<file path="src/include/xcv_pkg.sv">
// Constants, types and register map of the transceiver mode controller
package xcv_pkg;
  // Mode state; Gray steps along vbat -> vcc -> normal -> go-to-sleep -> sleep
  typedef enum logic [2:0] {
    XCV_VBAT_STBY = 3'h0,
    XCV_VCC_STBY = 3'h1,
    XCV_NORMAL = 3'h3,
    XCV_GOTO_SLEEP = 3'h2,
    XCV_SLEEP = 3'h6
  } xcv_state_e;

  typedef struct packed {
    logic standby_negate_in;
    logic transfer_enable_in;
  } xcv_mode_s;

  // Bus comparator results, high = dominant or failure seen
  typedef struct packed {
    logic diff_dom;
    logic h_dom;
    logic l_dom;
    logic fail_h;
    logic fail_l;
  } xcv_bus_s;

  localparam logic [7:0] OFS_IRQ_STATUS = 8'h00;
  localparam logic [7:0] OFS_IRQ_MASK = 8'h04;
  localparam logic [7:0] OFS_STATE = 8'h08;
  localparam logic [7:0] OFS_CTRL = 8'h0c;

  localparam int ST_WAKE = 0;
  localparam int ST_FAIL = 1;
  localparam int ST_TXTO = 2;
  localparam int ST_MODE = 3;
  localparam int CTRL_TXTO_EN = 0;
  localparam logic [3:0] IRQ_RESET = 4'h0;
  localparam logic [3:0] MASK_RESET = 4'h0;
  localparam logic CTRL_RESET = 1'b1;

  localparam logic [1:0] RESP_OKAY = 2'h0;
  localparam logic [1:0] RESP_SLVERR = 2'h2;

  localparam int CLK_MHZ = 10;
  localparam int FAIL_DELAY_US = 30;
  localparam int FAIL_DELAY_CYC = FAIL_DELAY_US * CLK_MHZ;
  localparam int TXTO_US = 1000;
  localparam int TXTO_CYC = TXTO_US * CLK_MHZ;
endpackage : xcv_pkg

</file>
<file path="src/hdl/xcv_mode_ctrl.sv">
// Mode, wake-up, flag and failure-fallback control of a fault-tolerant CAN transceiver
//
// Our own choices: the AXI4-Lite register port and the placing of the registers.
`timescale 1ns/1ps
// Overview of operation
// RQ1 - Transmit input low drives bus dominant; high leaves it recessive.
// RQ2 - Controller picks mode: 00 standby/sleep, 01 go-sleep, 10 supply standby, 11 normal.
// RQ3 - Normal mode transmits and receives; receive output low for dominant bus.
// RQ4 - Detected wiring failure switches to single-wire operation automatically.
// RQ5 - Sleep floats regulator enable, ties low termination to battery, drops pull-ups.
// RQ6 - Sleep only after go-to-sleep; later falling transfer enable changes nothing.
// RQ7 - Bus or local wake request turns regulator enable back on.
// RQ8 - Both edges of the local wake input count as wake-up.
// RQ9 - With logic supply, wake request shows low on error and receive outputs.
// RQ10 - Supply standby reports pending wake only on receive output, active low.
// RQ11 - Supply standby drives error output low while battery flag set.
// RQ12 - Battery power-on flag set on first connection to battery.
// RQ13 - Entering normal clears battery flag and returns error output high.
// RQ14 - Entering normal clears the latched wake-up indication.
// RQ15 - Supply below limit falls back to a standby mode without command.
// RQ16 - High termination follows failure logic; low termination follows failure and mode.
// RQ17 - Normal mode drives error output low while wiring failure detected.
// RQ18 - Permanent dominant transmit disables both drivers after timeout, flagged on error.
// RQ19 - Mode and wake inputs synchronised before the mode machine decodes them.
module xcv_mode_ctrl #(
  parameter int TX_TIMEOUT_CYC = xcv_pkg::TXTO_CYC
) (
  // Clock, reset, enable
  input wire logic aclk,
  input wire logic aresetn,
  input wire logic clk_en,
  // AXI4-Lite slave
  input wire logic [7:0] s_axi_awaddr,
  input wire logic s_axi_awvalid,
  output logic s_axi_awready,
  input wire logic [31:0] s_axi_wdata,
  input wire logic [3:0] s_axi_wstrb,
  input wire logic s_axi_wvalid,
  output logic s_axi_wready,
  output logic [1:0] s_axi_bresp,
  output logic s_axi_bvalid,
  input wire logic s_axi_bready,
  input wire logic [7:0] s_axi_araddr,
  input wire logic s_axi_arvalid,
  output logic s_axi_arready,
  output logic [31:0] s_axi_rdata,
  output logic [1:0] s_axi_rresp,
  output logic s_axi_rvalid,
  input wire logic s_axi_rready,
  output logic irq,
  // Controller side
  input wire logic txd_in,
  output logic rxd_out,
  output logic error_status_n,
  input wire xcv_pkg::xcv_mode_s mode_in,
  input wire logic wake_in,
  output logic txd_pullup_en,
  output logic rxd_pullup_en,
  // Supplies
  input wire logic vcc_ok,
  input wire logic vbat_ok,
  input wire logic vbat_low,
  // Bus side
  input wire xcv_pkg::xcv_bus_s bus_in,
  output logic canh_drive,
  output logic canl_drive,
  output logic high_line_termination,
  output logic low_line_term_vbat,
  output logic low_line_term_vcc,
  output logic regulator_enable_out,
  output logic regulator_enable_oe
);

  xcv_pkg::xcv_state_e state_ff, nxt_state;
  xcv_pkg::xcv_mode_s mode_s1_ff, mode_s2_ff;
  logic wake_s1_ff, wake_s2_ff, wake_s3_ff;
  logic wake_flag_ff, vbat_flag_ff, txto_ff, txto_en_ff;
  logic [1:0] sw_ff;
  logic [8:0] fail_cnt_ff [2];
  logic [13:0] txto_cnt_ff;
  logic [3:0] irq_status_ff, irq_mask_ff, evt;
  logic low_power, evt_wake, enter_normal, fail_any;
  logic nxt_rxd, nxt_err;

  function automatic logic [31:0] apply_strb(input logic [31:0] old, input logic [31:0] wd,
                                            input logic [3:0] strb);
    logic [31:0] res;
    res = old;
    for (int i = 0; i < 4; i++) begin
      if (strb[i]) begin
        res[i*8 +: 8] = wd[i*8 +: 8];
      end
    end
    return res;
  endfunction : apply_strb

  // Inputs are treated as synchronous, yet mode pins may move relative to each other
  always_ff @(posedge aclk) begin
    if (!aresetn) begin
      mode_s1_ff <= '0;
      mode_s2_ff <= '0;
      wake_s1_ff <= 1'b0;
      wake_s2_ff <= 1'b0;
      wake_s3_ff <= 1'b0;
    end else if (clk_en) begin
      mode_s1_ff <= mode_in; // [RQ19]
      mode_s2_ff <= mode_s1_ff; // [RQ19]
      wake_s1_ff <= wake_in; // [RQ19]
      wake_s2_ff <= wake_s1_ff;
      wake_s3_ff <= wake_s2_ff;
    end
  end

  assign low_power = (state_ff != xcv_pkg::XCV_NORMAL);
  // Either edge of the local wake pin, or a dominant level on either wire
  assign evt_wake = low_power && ((wake_s2_ff ^ wake_s3_ff) || bus_in.h_dom || bus_in.l_dom); // [RQ7] [RQ8]
  assign enter_normal = (nxt_state == xcv_pkg::XCV_NORMAL) && low_power;
  assign fail_any = |sw_ff;

  always_comb begin
    nxt_state = state_ff;
    if (!vcc_ok || !vbat_ok) begin
      // Supply loss: TRANSFER_ENABLE_IN falls with VCC, so a pending sleep must not be undone
      if (state_ff == xcv_pkg::XCV_GOTO_SLEEP || state_ff == xcv_pkg::XCV_SLEEP) begin
        nxt_state = xcv_pkg::XCV_SLEEP; // [RQ6] [RQ15]
      end else begin
        nxt_state = xcv_pkg::XCV_VBAT_STBY; // [RQ15]
      end
    end else begin
      case ({mode_s2_ff.standby_negate_in, mode_s2_ff.transfer_enable_in}) // [RQ2]
        2'b00: begin
          if ((state_ff == xcv_pkg::XCV_GOTO_SLEEP || state_ff == xcv_pkg::XCV_SLEEP) && !wake_flag_ff) begin
            nxt_state = xcv_pkg::XCV_SLEEP; // [RQ6]
          end else begin
            nxt_state = xcv_pkg::XCV_VBAT_STBY; // [RQ7]
          end
        end
        2'b01: nxt_state = xcv_pkg::XCV_GOTO_SLEEP;
        2'b10: nxt_state = xcv_pkg::XCV_VCC_STBY;
        default: nxt_state = xcv_pkg::XCV_NORMAL;
      endcase
    end
    // A wake request in sleep powers the regulator even with no controller alive
    if (state_ff == xcv_pkg::XCV_SLEEP && wake_flag_ff) begin
      nxt_state = xcv_pkg::XCV_VBAT_STBY; // [RQ7]
    end
  end

  always_ff @(posedge aclk) begin
    if (!aresetn) begin
      state_ff <= xcv_pkg::XCV_VBAT_STBY;
    end else if (clk_en) begin
      state_ff <= nxt_state;
    end
  end

  // Flags: a new event wins over the clear on normal entry
  always_ff @(posedge aclk) begin
    if (!aresetn) begin
      wake_flag_ff <= 1'b0;
      vbat_flag_ff <= 1'b1; // [RQ12]
    end else if (clk_en) begin
      if (evt_wake) begin
        wake_flag_ff <= 1'b1;
      end else if (enter_normal) begin
        wake_flag_ff <= 1'b0; // [RQ14]
      end
      if (vbat_low) begin
        vbat_flag_ff <= 1'b1; // [RQ11]
      end else if (enter_normal) begin
        vbat_flag_ff <= 1'b0; // [RQ13]
      end
    end
  end

  // Filter delay keeps RF bursts from toggling single-wire mode
  always_ff @(posedge aclk) begin
    if (!aresetn) begin
      sw_ff <= 2'h0;
      fail_cnt_ff[0] <= 9'h000;
      fail_cnt_ff[1] <= 9'h000;
    end else if (clk_en) begin
      for (int i = 0; i < 2; i++) begin
        if ((i == 1 ? bus_in.fail_h : bus_in.fail_l) == sw_ff[i]) begin
          fail_cnt_ff[i] <= 9'h000;
        end else if (fail_cnt_ff[i] == 9'(xcv_pkg::FAIL_DELAY_CYC - 1)) begin
          fail_cnt_ff[i] <= 9'h000;
          sw_ff[i] <= ~sw_ff[i]; // [RQ4]
        end else begin
          fail_cnt_ff[i] <= fail_cnt_ff[i] + 9'h001;
        end
      end
    end
  end

  // Dominant watchdog; released as soon as TxD returns recessive
  always_ff @(posedge aclk) begin
    if (!aresetn) begin
      txto_cnt_ff <= 14'h0000;
      txto_ff <= 1'b0;
    end else if (clk_en) begin
      if (state_ff != xcv_pkg::XCV_NORMAL || txd_in || !txto_en_ff) begin
        txto_cnt_ff <= 14'h0000;
        txto_ff <= 1'b0;
      end else if (txto_cnt_ff == 14'(TX_TIMEOUT_CYC - 1)) begin
        txto_ff <= 1'b1; // [RQ18]
      end else begin
        txto_cnt_ff <= txto_cnt_ff + 14'h0001;
      end
    end
  end

  always_comb begin
    nxt_rxd = 1'b1;
    nxt_err = 1'b1;
    case (state_ff)
      xcv_pkg::XCV_NORMAL: begin
        nxt_rxd = sw_ff[1] ? !bus_in.l_dom : (sw_ff[0] ? !bus_in.h_dom : !bus_in.diff_dom); // [RQ3] [RQ4]
        nxt_err = !(fail_any || txto_ff); // [RQ17] [RQ18]
      end
      xcv_pkg::XCV_VCC_STBY: begin
        nxt_rxd = !wake_flag_ff; // [RQ10]
        nxt_err = !vbat_flag_ff; // [RQ11]
      end
      xcv_pkg::XCV_VBAT_STBY: begin
        nxt_rxd = !(wake_flag_ff && vcc_ok); // [RQ9]
        nxt_err = !(wake_flag_ff && vcc_ok); // [RQ9]
      end
      default: begin
        nxt_rxd = 1'b1;
        nxt_err = 1'b1;
      end
    endcase
  end

  always_ff @(posedge aclk) begin
    if (!aresetn) begin
      rxd_out <= 1'b1;
      error_status_n <= 1'b1;
      canh_drive <= 1'b0;
      canl_drive <= 1'b0;
      high_line_termination <= 1'b1;
      low_line_term_vbat <= 1'b1;
      low_line_term_vcc <= 1'b0;
      regulator_enable_oe <= 1'b1;
      txd_pullup_en <= 1'b1;
      rxd_pullup_en <= 1'b1;
    end else if (clk_en) begin
      rxd_out <= nxt_rxd;
      error_status_n <= nxt_err;
      canh_drive <= !low_power && !txd_in && !txto_ff && !sw_ff[1]; // [RQ1] [RQ3] [RQ4] [RQ18]
      canl_drive <= !low_power && !txd_in && !txto_ff && !sw_ff[0]; // [RQ1] [RQ3] [RQ4] [RQ18]
      high_line_termination <= !sw_ff[1]; // [RQ16]
      low_line_term_vbat <= !sw_ff[0] && (state_ff == xcv_pkg::XCV_VBAT_STBY ||
                            state_ff == xcv_pkg::XCV_GOTO_SLEEP || state_ff == xcv_pkg::XCV_SLEEP); // [RQ5] [RQ16]
      low_line_term_vcc <= !sw_ff[0] && (state_ff == xcv_pkg::XCV_VCC_STBY || !low_power); // [RQ16]
      regulator_enable_oe <= !(state_ff == xcv_pkg::XCV_GOTO_SLEEP || state_ff == xcv_pkg::XCV_SLEEP); // [RQ5] [RQ7]
      txd_pullup_en <= (state_ff != xcv_pkg::XCV_SLEEP); // [RQ5]
      rxd_pullup_en <= (state_ff != xcv_pkg::XCV_SLEEP); // [RQ5]
    end
  end

  assign regulator_enable_out = 1'b1;

  // Register bus; write address and data are taken together
  // Ready stays low while frozen so that no handshake is lost
  assign s_axi_awready = s_axi_awvalid && s_axi_wvalid && !s_axi_bvalid && clk_en;
  assign s_axi_wready = s_axi_awready;
  assign s_axi_arready = !s_axi_rvalid && clk_en;

  logic wr_go, rd_go;
  logic [31:0] mask_wr, ctrl_wr;
  logic i_fail_rise;
  logic fail_any_d_ff;
  assign wr_go = s_axi_awready;
  assign rd_go = s_axi_arvalid && s_axi_arready;
  assign mask_wr = apply_strb({28'h000_0000, irq_mask_ff}, s_axi_wdata, s_axi_wstrb);
  assign ctrl_wr = apply_strb({31'h0000_0000, txto_en_ff}, s_axi_wdata, s_axi_wstrb);
  assign i_fail_rise = fail_any && !fail_any_d_ff;

  assign evt[xcv_pkg::ST_WAKE] = evt_wake && !wake_flag_ff;
  assign evt[xcv_pkg::ST_FAIL] = i_fail_rise;
  assign evt[xcv_pkg::ST_TXTO] = (txto_cnt_ff == 14'(TX_TIMEOUT_CYC - 1)) && !txto_ff && !txd_in;
  assign evt[xcv_pkg::ST_MODE] = (nxt_state != state_ff);

  always_ff @(posedge aclk) begin
    if (!aresetn) begin
      irq_status_ff <= xcv_pkg::IRQ_RESET;
      irq_mask_ff <= xcv_pkg::MASK_RESET;
      txto_en_ff <= xcv_pkg::CTRL_RESET;
      fail_any_d_ff <= 1'b0;
      s_axi_bvalid <= 1'b0;
      s_axi_bresp <= xcv_pkg::RESP_OKAY;
    end else if (clk_en) begin
      fail_any_d_ff <= fail_any;
      // Set beats the write-one-to-clear in the same cycle
      if (wr_go && s_axi_awaddr == xcv_pkg::OFS_IRQ_STATUS && s_axi_wstrb[0]) begin
        irq_status_ff <= (irq_status_ff & ~s_axi_wdata[3:0]) | evt;
      end else begin
        irq_status_ff <= irq_status_ff | evt;
      end
      if (wr_go) begin
        s_axi_bvalid <= 1'b1;
        s_axi_bresp <= xcv_pkg::RESP_OKAY;
        if (s_axi_awaddr == xcv_pkg::OFS_IRQ_MASK) begin
          irq_mask_ff <= mask_wr[3:0];
        end else if (s_axi_awaddr == xcv_pkg::OFS_CTRL) begin
          txto_en_ff <= ctrl_wr[xcv_pkg::CTRL_TXTO_EN];
        end else if (s_axi_awaddr != xcv_pkg::OFS_IRQ_STATUS && s_axi_awaddr != xcv_pkg::OFS_STATE) begin
          s_axi_bresp <= xcv_pkg::RESP_SLVERR;
        end
      end else if (s_axi_bready) begin
        s_axi_bvalid <= 1'b0;
      end
    end
  end

  always_ff @(posedge aclk) begin
    if (!aresetn) begin
      s_axi_rvalid <= 1'b0;
      s_axi_rdata <= 32'h0000_0000;
      s_axi_rresp <= xcv_pkg::RESP_OKAY;
    end else if (clk_en) begin
      if (rd_go) begin
        s_axi_rvalid <= 1'b1;
        s_axi_rresp <= xcv_pkg::RESP_OKAY;
        s_axi_rdata <= 32'h0000_0000;
        if (s_axi_araddr == xcv_pkg::OFS_IRQ_STATUS) begin
          s_axi_rdata <= {28'h000_0000, irq_status_ff};
        end else if (s_axi_araddr == xcv_pkg::OFS_IRQ_MASK) begin
          s_axi_rdata <= {28'h000_0000, irq_mask_ff};
        end else if (s_axi_araddr == xcv_pkg::OFS_STATE) begin
          s_axi_rdata <= {21'h0_0000, mode_s2_ff, txto_ff, sw_ff, vbat_flag_ff, wake_flag_ff, 1'b0, state_ff};
        end else if (s_axi_araddr == xcv_pkg::OFS_CTRL) begin
          s_axi_rdata <= {31'h0000_0000, txto_en_ff};
        end else begin
          s_axi_rresp <= xcv_pkg::RESP_SLVERR;
        end
      end else if (s_axi_rready) begin
        s_axi_rvalid <= 1'b0;
      end
    end
  end

  assign irq = |(irq_status_ff & irq_mask_ff);
endmodule : xcv_mode_ctrl

</file>
<file path="config.mk">
export PLATFORM = sky130hd
export DESIGN_NAME = xcv_mode_ctrl
export DESIGN_NICKNAME = d
export VERILOG_FILES = /design/src/include/xcv_pkg.sv /design/src/hdl/xcv_mode_ctrl.sv
export SDC_FILE = /design/constraint.sdc
export NUM_CORES = 1
export LEC_CHECK = 0
export ABC_AREA = 1
export BUFFER_PORTS_ARGS = -buffer_cell sky130_fd_sc_hd__buf_2
export CAP_MARGIN = 25
export CORE_ASPECT_RATIO = 0.6
export CORE_MARGIN = 2
export CORE_UTILIZATION = 30
export CTS_CLUSTER_SIZE = 12
export DETAILED_ROUTE_END_ITERATION = 8
export HOLD_SLACK_MARGIN = 0.05
export PLACE_DENSITY = 0.51
export REMOVE_ABC_BUFFERS = 1
export SLEW_MARGIN = 20
export SYNTH_ARGS = -nofsm -noshare
export SYNTH_HDL_FRONTEND = slang
export SYNTH_SLANG_ARGS = --single-unit
</file>
<file path="constraint.sdc">
create_clock -name aclk -period 4 [get_ports aclk]
set_clock_uncertainty 0.2 [all_clocks]
set_input_delay 0.4 -clock aclk [delete_from_list [all_inputs] [get_ports aclk]]
set_output_delay 0.4 -clock aclk [all_outputs]
set_load 0.1 [all_outputs]
</file>
==> reports/qor.yml, run 1 <==
dp.cells: 833
coreArea_um2: 13800
grt_first_pass_wirelength_mm: 17.6
final_cell_mix: "nand2_1, nor2_1, buf_2, dfxtp_1, inv_1"
highest_layer: "met4"
status: "complete, no violations"
vias_per_cell: 4.53
syn_inst: 589
first_pass_iters: 5
io_buffers: 69
tightest_slew_ps: 563
worst-path-max-fanout: 13
cp_slowest_cell: "buf_2"
met1_length_mm: 5.91
ant_nets: 0
max_cap_violations: 0
place_congestion: 0.845
hold_violations: 0
start_util_pct: 31.0
cp-end-kind: "primary output"
finalCriticalPeriod_ps: 2350
root_buffer: "clkbuf_16"
cts_buffer_depth: 2
clk_latency_ps: 330
fmax_mhz: 425
min_period_over_period_pct: 58.8
cts_tree: "done"
worst_setup_path_start_kind: "input pin"
grt_usage_pct: 15.1
num_rows: 33
grt_max_degree: 30
synth.avg_cell_area_um2: 7.27
antenna_found_initial: 0
cp.required_ps: 3400
dp_hpwl_mm: 8.17
clk_pin_slew_ps: 60
yosysSeqAreaShare_pct: 42.1
ys_ff_latch: 81
die_x_um: 158
layout.nets: 727
top_level_ports: 125
dieArea_um2: 15300
post_cts_resized: 0
die_h_um: 96.5
layout-drive-gt1-share_pct: 16.1
setup_viol: 0
critical_path_class: "in2out"
peakVddDrop_mv: 0.188
worstPathCellList: "buf_2, inv_2, nor3_4, buf_2"
report.final.slew_viol_count: 0
ys_types: 43
p_per_area_nw_per_um2: 398
post-place-ws_ps: 1490
diodes: 0
drc_errors: 0
wl_met2_mm: 4.43
hold_class: "in2reg"
final_util_pct: 36.0
p_leak_uw: 0.00202
setup_slack_ps: 1650
drtIter0Drc: 314
cp.arrival_ps: 1750
yosys_warnings: 0
h-tree-depth: 3
relSlewSlack_pct: 62.5
grt_pass1_vias: 3474
ctsHoldBuffers: 0
via_count: 3847
synth.cell_area_um2: 4280
stdcell_count: 849
area_delta_synth_final_pct: 16.1
cts_setup_buffers: 0
crit_buf_inv: 3
cpPeakStageDelay_ps: 500
cts_made_buffers: 9
final_common_cell: "nand2_1"
wl_met3_um: 728
clock_sinks: 81
overflow: 0
critPathTopFamily: "buffers and inverters"
setup_tns_ps: 0
wl_mm: 11.1
rsz0062_at_grt: "false"
wl_per_cell_um: 13.1
path_common_cell: "buf_2"
n_fill_cell: 1448
[cell families (layout without fill, tap and decap cells)]
family                   Yosys count  count (layout)  synth area share, %
flip-flops                        81              81                 42.1
other                              2              24                0.175
AND/OR/NAND/NOR                  304             304                 31.5
adder cells (fa/ha/maj)            3               3                0.877
buffers and inverters             98             144                 11.4
AO/OA/AOI/OAI                     91              91                 11.9
XOR/XNOR                          10              10                 2.05
[synth_stat cells, drive strengths merged]
library cell    n  area, um2
o21a            1       7.51
and3            1       6.26
dfxtp          63       1260
buf            36        255
a31oi           3       18.8
o22ai           6       37.5
a21oi          48        244
nor4            1       6.26
o31ai           1       7.51
clkbuf          5       18.8
nand3b          2       15.0
ha              3       37.5
nand2         134        513
o21ai          23        119
o211ai          4       30.0
xor2            7       61.3
a32o            2       20.0
inv            57        214
o2111ai         1       8.76
nor3           12       71.3
o41ai           1       8.76
conb            2       7.51
edfxtp         18        541
nand4          14       87.6
nor2           84        333
nor3b           4       30.0
o21bai          1       7.51
xnor2           3       26.3
or2             3       18.8
nand3          49        268
[per-stage QoR]
step                      hold WS [ps]  total power [uW]  cell area, um2
final                             65.6              1980            4970
after global routing              99.2              2050            4970
after CTS                         58.4              2000            4970
after detailed placement           254              1190            4690
after global placement             246              1190            4690
after floorplan                    230              1120            4090
[routing by layer]
metal | up-vias | GRT usage (%)
met4 | 0 | 4.28
met5 | - | 0
li1 | 2026 | -
met3 | 6 | 3.21
met2 | 103 | 22.1
met1 | 1712 | 22.4
[final timing paths]
kind	slack [ps]	end	depth (start not counted)	from
min reg2reg	270	s_axi_rdata[8]	2	s_axi_rdata[8]
max	1650	s_axi_awready	4	clk_en
min	70	mode_s1_ff[0]	3	mode_in[0]
max reg2reg	1750	txto_cnt_ff[13]	7	state_ff[0]
[worst min-delay path: stages]
cell	delay (ps)
buf_2	80
nand2_1	40
o21ai_0	50
[where the power goes]
| group | total, uW | leakage (uW) | internal (uW) | switching (uW) |
|---|---|---|---|---|
| sequential | 881 | 0.000711 | 860 | 21.0 |
| combinational | 293 | 0.00117 | 49.1 | 243 |
| clock | 804 | 0.000138 | 480 | 323 |
| total | 1980 | 0.00202 | 1390 | 588 |
[registers in the layout, indices dropped and copies added (netlist names), 2 cells and up]
signal,flops
irq_mask_ff,4
s_axi_rdata,11
irq_status_ff,4
state_ff,3
txto_cnt_ff,14
mode_s1_ff,2
sw_ff,2
mode_s2_ff,2
fail_cnt_ff,18
[area by class of cell]
cell class	count	area, um2	area share (%)
multi-input cells	432	2070	41.7
flip-flops and latches	81	1800	36.3
repair buffers	71	360	7.25
well taps	192	240	4.83
clock buffers	12	236	4.76
inverters	57	214	4.31
clock inverters	4	43.8	0.881
(Power assumes the default switching activity.)
==> inputs of run 2 (changes only) <==
--- a/config.mk
+++ b/config.mk
@@ -5,7 +5,7 @@
 export SDC_FILE = /design/constraint.sdc
 export NUM_CORES = 1
 export LEC_CHECK = 0
-export ABC_AREA = 1
+export ABC_AREA = 0
 export BUFFER_PORTS_ARGS = -buffer_cell sky130_fd_sc_hd__buf_2
 export CAP_MARGIN = 25
 export CORE_ASPECT_RATIO = 0.6
@@ -14,7 +14,7 @@
 export CTS_CLUSTER_SIZE = 12
 export DETAILED_ROUTE_END_ITERATION = 8
 export HOLD_SLACK_MARGIN = 0.05
-export PLACE_DENSITY = 0.51
+export PLACE_DENSITY = 0.53
 export REMOVE_ABC_BUFFERS = 1
 export SLEW_MARGIN = 20
 export SYNTH_ARGS = -nofsm -noshare
==> constraint.sdc (replaced) <==
create_clock -name aclk -period 2 [get_ports aclk]
set_clock_uncertainty 0.2 [all_clocks]
set_input_delay 0.2 -clock aclk [delete_from_list [all_inputs] [get_ports aclk]]
set_output_delay 0.2 -clock aclk [all_outputs]
set_load 0.1 [all_outputs]
==> run 2 against run 1 <==
  * Global-route usage down 0.81 points
  * The run now ends with setup timing left
  * Synthesized cell count down 24%
  * Count of clock-buffer cells in the layout down 2
  * Largest power group unchanged
  * Total power grew 100%
  * Register-to-register slack got worse by 1800 ps
  * Sequential share of layout area fell by 2.5 points
  * Cell count down 13%
==> reports/qor.yml, run 2 <==
clk_latency_ps: 340  # was 330 ps
fmax_mhz: 496
critical_path_class: "reg2reg"  # was in2out
wl_per_cell_um: 13.5  # was 13.1 um
yosysSeqAreaShare_pct: 44.1  # was 42.1%
synth_area_leaders: "dfxtp_1, edfxtp_1, buf_4"  # was dfxtp_1, edfxtp_1, nand2_1
first_pass_iters: 4  # was 5
diodes: 0  # unchanged
cp.arrival_ps: 1920  # was 1750 ps
synth-main-ff-cell: "dfxtp_1"  # unchanged
synth.cell_area_um2: 4090  # was 4280 um2
top_usage_layer: "met1"  # unchanged
ys_types: 54  # was 43
worst_setup_path_start_kind: "flip-flop"  # was input pin
area_delta_synth_final_pct: 31.1  # was 16.1%
syn_inst: 446  # was 589
tightest_slew_ps: 579  # was 563 ps
synth.avg_cell_area_um2: 9.16  # was 7.27 um2
drc_errors: 0  # unchanged
via_count: 3445  # was 3,847
final_cell_mix: "buf_2, dfxtp_1, nor2_1, nand2_1, buf_4"  # was nand2_1, nor2_1, buf_2, dfxtp_1, inv_1
die_h_um: 94.4  # was 96.5 um
place_area_um2: 4790  # was 4690 um2
finalCriticalPeriod_ps: 2010
layout-drive-gt1-share_pct: 27.0  # was 16.1%
dp.cells: 699  # was 833
top_register: "fail_cnt_ff"  # unchanged
cts_tree: "done"  # unchanged
setup_slack_ps: -14.7  # was 1650 ps
clk_pin_slew_ps: 60  # about the same
rsz0062_at_grt: "true"  # was false
setup_viol: 9  # was 0
synth_most_common_cell: "dfxtp_1"  # was nand2_1
report.final.slew_viol_count: 0  # unchanged
clock_sinks: 81  # unchanged
relSlewSlack_pct: 60.9  # was 62.5%
place_congestion: 0.852  # was 0.845
max_cap_violations: 0  # unchanged
synth_enable_flop_cells: 18  # unchanged
setup_tns_ps: -56.0  # was 0 ps
violations: "setup timing"
vias_per_cell: 4.68  # was 4.53
synth_largest_area_cell: "dfxtp_1"  # unchanged
cp.required_ps: 1900  # was 3400 ps
p_leak_uw: 0.00217  # was 0.00202 uW
final_common_cell: "buf_2"  # was nand2_1
worst-path-max-fanout: 3  # was 13
root_buffer: "clkbuf_16"  # unchanged
drtIter0Drc: 205  # was 314
layout.nets: 636  # was 727
top_level_ports: 125  # unchanged
hold_class: "in2reg"  # unchanged
grt_first_pass_wirelength_mm: 16.4  # was 17.6 mm
wl_mm: 9.93  # was 11.1 mm
cts_buffer_depth: 2  # unchanged
dieArea_um2: 14600  # was 15,300 um2
synth_top_area_share_pct: 30.9  # was 29.5%
p_per_area_nw_per_um2: 744  # was 398 nW/um2
postSynth.asyncResetShare_pct: 0  # unchanged
design_area_um2: 5350  # was 4970 um2
status: "complete, but fails checks"  # was complete, no violations
largestRegisters: "fail_cnt_ff (18), txto_cnt_ff (14), s_axi_rdata (11)"  # unchanged
h-tree-depth: 3  # unchanged
dp_hpwl_mm: 7.51  # was 8.17 mm
stdcell_count: 736  # was 849
antenna_found_initial: 0  # unchanged
hold_violations: 0  # unchanged
min_period_over_period_pct: 101
io_buffers: 69  # unchanged
grt_pass1_vias: 3245  # was 3,474
ant_nets: 0  # unchanged
use_met3_pct: 4.31  # was 3.21%
ys_top_cells_by_count: "dfxtp_1, nor2_1, nand2_1, nor2b_1, buf_4"  # was nand2_1, nor2_1, dfxtp_1, inv_1, a21oi_1
grt_max_degree: 24  # was 30
use_met2_pct: 20.6  # was 22.1%
cp-end-kind: "flip-flop"  # was primary output
whs_ps: 114  # was 65.6 ps
grt_usage_pct: 14.3  # was 15.1%
die_x_um: 155  # was 158 um
coreArea_um2: 13100  # was 13,800 um2
largest_register_ffs: 18  # unchanged
overflow: 0  # unchanged
start_util_pct: 31.3  # was 31.0%
ys_ff_latch: 81  # unchanged
num_rows: 32  # was 33
grtUsageMet1_pct: 20.8  # was 22.4%
yosys_warnings: 0  # unchanged
finalPower_uw: 3990  # was 1980 uW
cts_made_buffers: 9  # unchanged
peakVddDrop_mv: 0.470  # was 0.188 mV
## run 2: changes by cell type in the layout (fill, tap and decap cells not counted), moves of 13 or more
| cell | previous run | this run |
|---|---|---|
| a21oi_1 | 47 | 7 |
| nor2b_1 | 0 | 30 |
| dlygate4sd3_1 | 0 | 16 |
| nand2_1 | 130 | 43 |
| inv_1 | 50 | 9 |
| mux2i_1 | 0 | 19 |
| buf_4 | 2 | 42 |
| nand3_1 | 46 | 19 |
| xnor2_1 | 3 | 16 |
| nor2_1 | 81 | 45 |
## run 2: through the flow
stage,setup slack (ps),utilization [%]
3_5_place_dp,-257,36.7
2_1_floorplan,-759,-
6_report,-14.7,41.0
5_1_grt,-106,41.0
3_3_place_gp,-198,36.7
4_1_cts,-23.2,40.5
## run 2: cell families (layout without fill, tap and decap cells)
logic type	after synthesis	count (layout)	share of synthesized area [%]
DFF	81	81	44.1
xor gates and xnor gates	29	29	6.22
other	2	24	0.184
adders and majority gates	3	3	0.919
buffers and inverters	55	153	7.44
and+or+nand+nor	193	193	25.2
AOI/OAI and AO/OA	63	63	10.8
muxes	20	20	5.21
## run 2: final cells by class
class,count,area (um2)
Clock buffer,10,229
Sequential cell,81,1810
Multi-Input combinational cell,332,2120
Clock inverter,6,68.8
Inverter,9,33.8
Fill cell,1332,7700
Timing Repair Buffer,128,883
Tap cell,170,213
## run 2: timing repair
action,CTS,global route
pin swaps,11,10
endpoints found under the setup margin,17,26
endpoints found under the hold margin,17,0
resized for setup,7,15
hold buffers,16,0
buffers inserted,2,3
## run 2: worst paths after layout
check | slack, ps | end | cells after the start | start
max reg2reg | -10 | fail_cnt_ff[0][2] | 6 | fail_cnt_ff[0][7]
min | 110 | s_axi_rdata[3] | 4 | s_axi_araddr[3]
min reg2reg | 280 | high_line_termination | 2 | high_line_termination
max | -10 | fail_cnt_ff[0][2] | 6 | fail_cnt_ff[0][7]
## run 2: routing by layer
layer / vias up / share of wire, % / routed length (um)
li1: 1733 / - / -
met1: 1625 / 53 / 5240
met2: 74 / 41 / 4040
met3: 13 / 5.2 / 513
met4: 0 / 1.4 / 134
met5: - / 0 / 0
## run 2: critical path: stages, from the launching register on
cell	delay (ps)
edfxtp_1	400
or4b_4	560
nor4_4	130
buf_4	140
nand4b_1	150
buf_4	160
nor2_1	40
## run 2: report_power, final
part           total, uW  switching [uW]  internal [uW]
combinational        600             432            168
sequential          1750            35.8           1710
clock               1640             667            971
total               3990            1130           2850
==> inputs of run 3 (changes only) <==
--- a/config.mk
+++ b/config.mk
@@ -13,6 +13,7 @@
 export CORE_UTILIZATION = 30
 export CTS_CLUSTER_SIZE = 12
 export DETAILED_ROUTE_END_ITERATION = 8
+export GPL_TIMING_DRIVEN = 0
 export HOLD_SLACK_MARGIN = 0.05
 export PLACE_DENSITY = 0.53
 export REMOVE_ABC_BUFFERS = 1
==> run 3 against run 2 <==
  * The flow now finishes without violations
  * Final area decreased by 3.3%
  * Combinational power decreased by 5.3%
  * Critical path depth decreased by 1
  * Total power decreased by 1.4%
  * Non-clock buffer count decreased by 25
  * Critical path type unchanged
  * Critical endpoint is now fail_cnt_ff[0][5]
  * Largest power group unchanged
==> reports/qor.yml, run 3 (synthesis results as in run 2) <==
status: "complete, no violations"  # was complete, but fails checks
place_area_um2: 4460  # was 4790 um2
r2r-end: "fail_cnt_ff[0][5]"  # was fail_cnt_ff[0][2]
pwr-share-seq_pct: 44.7  # was 43.9%
stdcell_count: 711  # was 736
dp_hpwl_mm: 6.58  # was 7.51 mm
die_h_um: 94.4  # unchanged
worst-path-max-fanout: 9  # was 3
tightest_slew_ps: 884  # was 579 ps
r2r_setup_slack_ps: 10  # was -10 ps
cts_buffer_depth: 2  # unchanged
hold_depth: 3  # was 4
critical_path_class: "reg2reg"  # unchanged
setup_viol: 0  # was 9
drc_errors: 0  # unchanged
report.final.slew_viol_count: 0  # unchanged
ant_nets: 0  # unchanged
area_delta_synth_final_pct: 26.7  # was 31.1%
cp.arrival_ps: 1880  # was 1920 ps
dieArea_um2: 14600  # unchanged
first_pass_iters: 4  # unchanged
clock_sinks: 81  # unchanged
cts_tree: "done"  # unchanged
antenna_found_initial: 0  # unchanged
diodes: 0  # unchanged
p_leak_uw: 0.00204  # was 0.00217 uW
cp.required_ps: 1890  # was 1900 ps
hold_class: "in2reg"  # unchanged
dp.cells: 661  # was 699
design_area_um2: 5180  # was 5350 um2
top_level_ports: 125  # unchanged
hold_end: "state_ff[2]"  # was s_axi_rdata[3]
via_count: 3298  # was 3,445
min_period_over_period_pct: 99.4  # was 101%
switching_share_pct: 28.3  # was 28.5%
clkPwrFrac_pct: 40.8  # was 41.1%
vias_per_cell: 4.64  # was 4.68
drtIter0Drc: 173  # was 205
hold_path_startpoint: "clk_en"  # was s_axi_araddr[3]
pwr-share-comb_pct: 14.5  # was 15.1%
largestRegisters: "fail_cnt_ff (18), txto_cnt_ff (14), s_axi_rdata (11)"  # unchanged
layout.nets: 611  # was 636
max_cap_violations: 0  # unchanged
rsz0062_at_grt: "true"  # unchanged
finalPower_uw: 3930  # was 3990 uW
h-tree-depth: 3  # unchanged
clk_pin_slew_ps: 60  # about the same
num_rows: 32  # unchanged
relSlewSlack_pct: 41.1  # was 60.9%
io_buffers: 69  # unchanged
top_register: "fail_cnt_ff"  # unchanged
r2r_cells: 5  # was 6
layout-drive-gt1-share_pct: 24.2  # was 27.0%
finalCriticalPeriod_ps: 1990  # was 2010 ps
die_x_um: 155  # unchanged
place_congestion: 0.774  # was 0.852
root_buffer: "clkbuf_16"  # unchanged
cts_made_buffers: 9  # unchanged
cp-end-kind: "flip-flop"  # unchanged
clk_latency_ps: 340  # about the same
overflow: 0  # unchanged
p_int_uw: 2820  # was 2850 uW
final_common_cell: "buf_2"  # unchanged
p_sw_uw: 1110  # was 1130 uW
grt_usage_pct: 13.5  # was 14.3%
worst_setup_path_start_kind: "flip-flop"  # unchanged
peakVddDrop_mv: 0.412  # was 0.470 mV
largest_register_ffs: 18  # unchanged
fmax_mhz: 503  # was 496 MHz
grt_first_pass_wirelength_mm: 15.4  # was 16.4 mm
grt_max_degree: 56  # was 24
p_per_area_nw_per_um2: 759  # was 744 nW/um2
wl_mm: 9.66  # was 9.93 mm
start_util_pct: 31.3  # unchanged
final_cell_mix: "buf_2, dfxtp_1, nor2_1, nand2_1, nor2b_1"  # was buf_2, dfxtp_1, nor2_1, nand2_1, buf_4
grt_pass1_vias: 3099  # was 3,245
hold_violations: 0  # unchanged
timing.rr.start: "fail_cnt_ff[0][6]"  # was fail_cnt_ff[0][7]
wl_per_cell_um: 13.6  # was 13.5 um
coreArea_um2: 13100  # unchanged
-- run 3: changes by cell type in the layout (fill, tap and decap cells not counted), sizes merged --
cell / change
dlygate4sd3: -1
clkinvlp: +2
clkbuf: +2
buf: -26
inv: -1
clkinv: -1
-- run 3: worst max path at each step --
stage                       from                 to  slack, ps  depth (start not counted)
2_1_floorplan       s_axi_bvalid     s_axi_bresp[1]       -760                          3
6_report       fail_cnt_ff[0][6]  fail_cnt_ff[0][5]         10                          5
3_5_place_dp              clk_en     s_axi_rdata[9]      -1090                          5
4_1_cts        fail_cnt_ff[0][4]  fail_cnt_ff[0][5]        -20                          5
5_1_grt        fail_cnt_ff[0][6]  fail_cnt_ff[0][8]        -50                          5
3_3_place_gp              clk_en     s_axi_rdata[8]      -1530                          5
-- run 3: layer usage --
layer,share of wire (%),global-route usage (%),up-vias
met1,52,18.9,1546
met3,5.3,4.50,4
met5,0,0,-
met4,0.80,4.24,0
li1,-,-,1679
met2,41,19.6,69
-- run 3: cell type report --
cell class                 instances  area [um2]
inverter                           9        37.5
timing repair buffer             103         676
multi-input combinational        332        2160
tap                              170         213
clock buffer                      10         229
clock inverter                     6        58.8
sequential                        81        1810
fill                            1295        7880
-- run 3: power groups by stage --
stage          logic, uW  registers (uW)  clock network, uW
5_1_grt              603            1760               1730
3_5_place_dp         510            1790                  0
6_report             568            1760               1600
2_1_floorplan        335            1840                  0
3_3_place_gp         504            1790                  0
4_1_cts              558            1760               1660
-- run 3: critical path, cell delays in order (launching register included) --
cell	delay, ps
edfxtp_1	430
or4b_4	550
nor4_4	180
nand4b_1	200
buf_12	140
nor2_1	40
-- run 3: repair_timing --
| action | in CTS | in global routing |
|---|---|---|
| buffers inserted | 12 | 7 |
| hold endpoints to repair | 17 | 0 |
| gates resized for setup | 16 | 15 |
| hold buffers | 15 | 0 |
| setup endpoints to repair | 68 | 40 |
| pin swaps | 11 | 3 |
-- run 3: through the flow --
| step | setup TNS (ps) | setup WS (ps) | utilization, % | hold slack (ps) |
|---|---|---|---|---|
| final | 0 | 12.2 | 39.7 | 92.1 |
| after global placement | -50500 | -1530 | 34.1 | 237 |
| after global routing | -487 | -53.2 | 39.7 | 101 |
| after detailed placement | -43710 | -1090 | 34.2 | 248 |
| after floorplan | -11120 | -759 | - | 61.9 |
| after CTS | -158 | -22.2 | 38.9 | 95.9 |
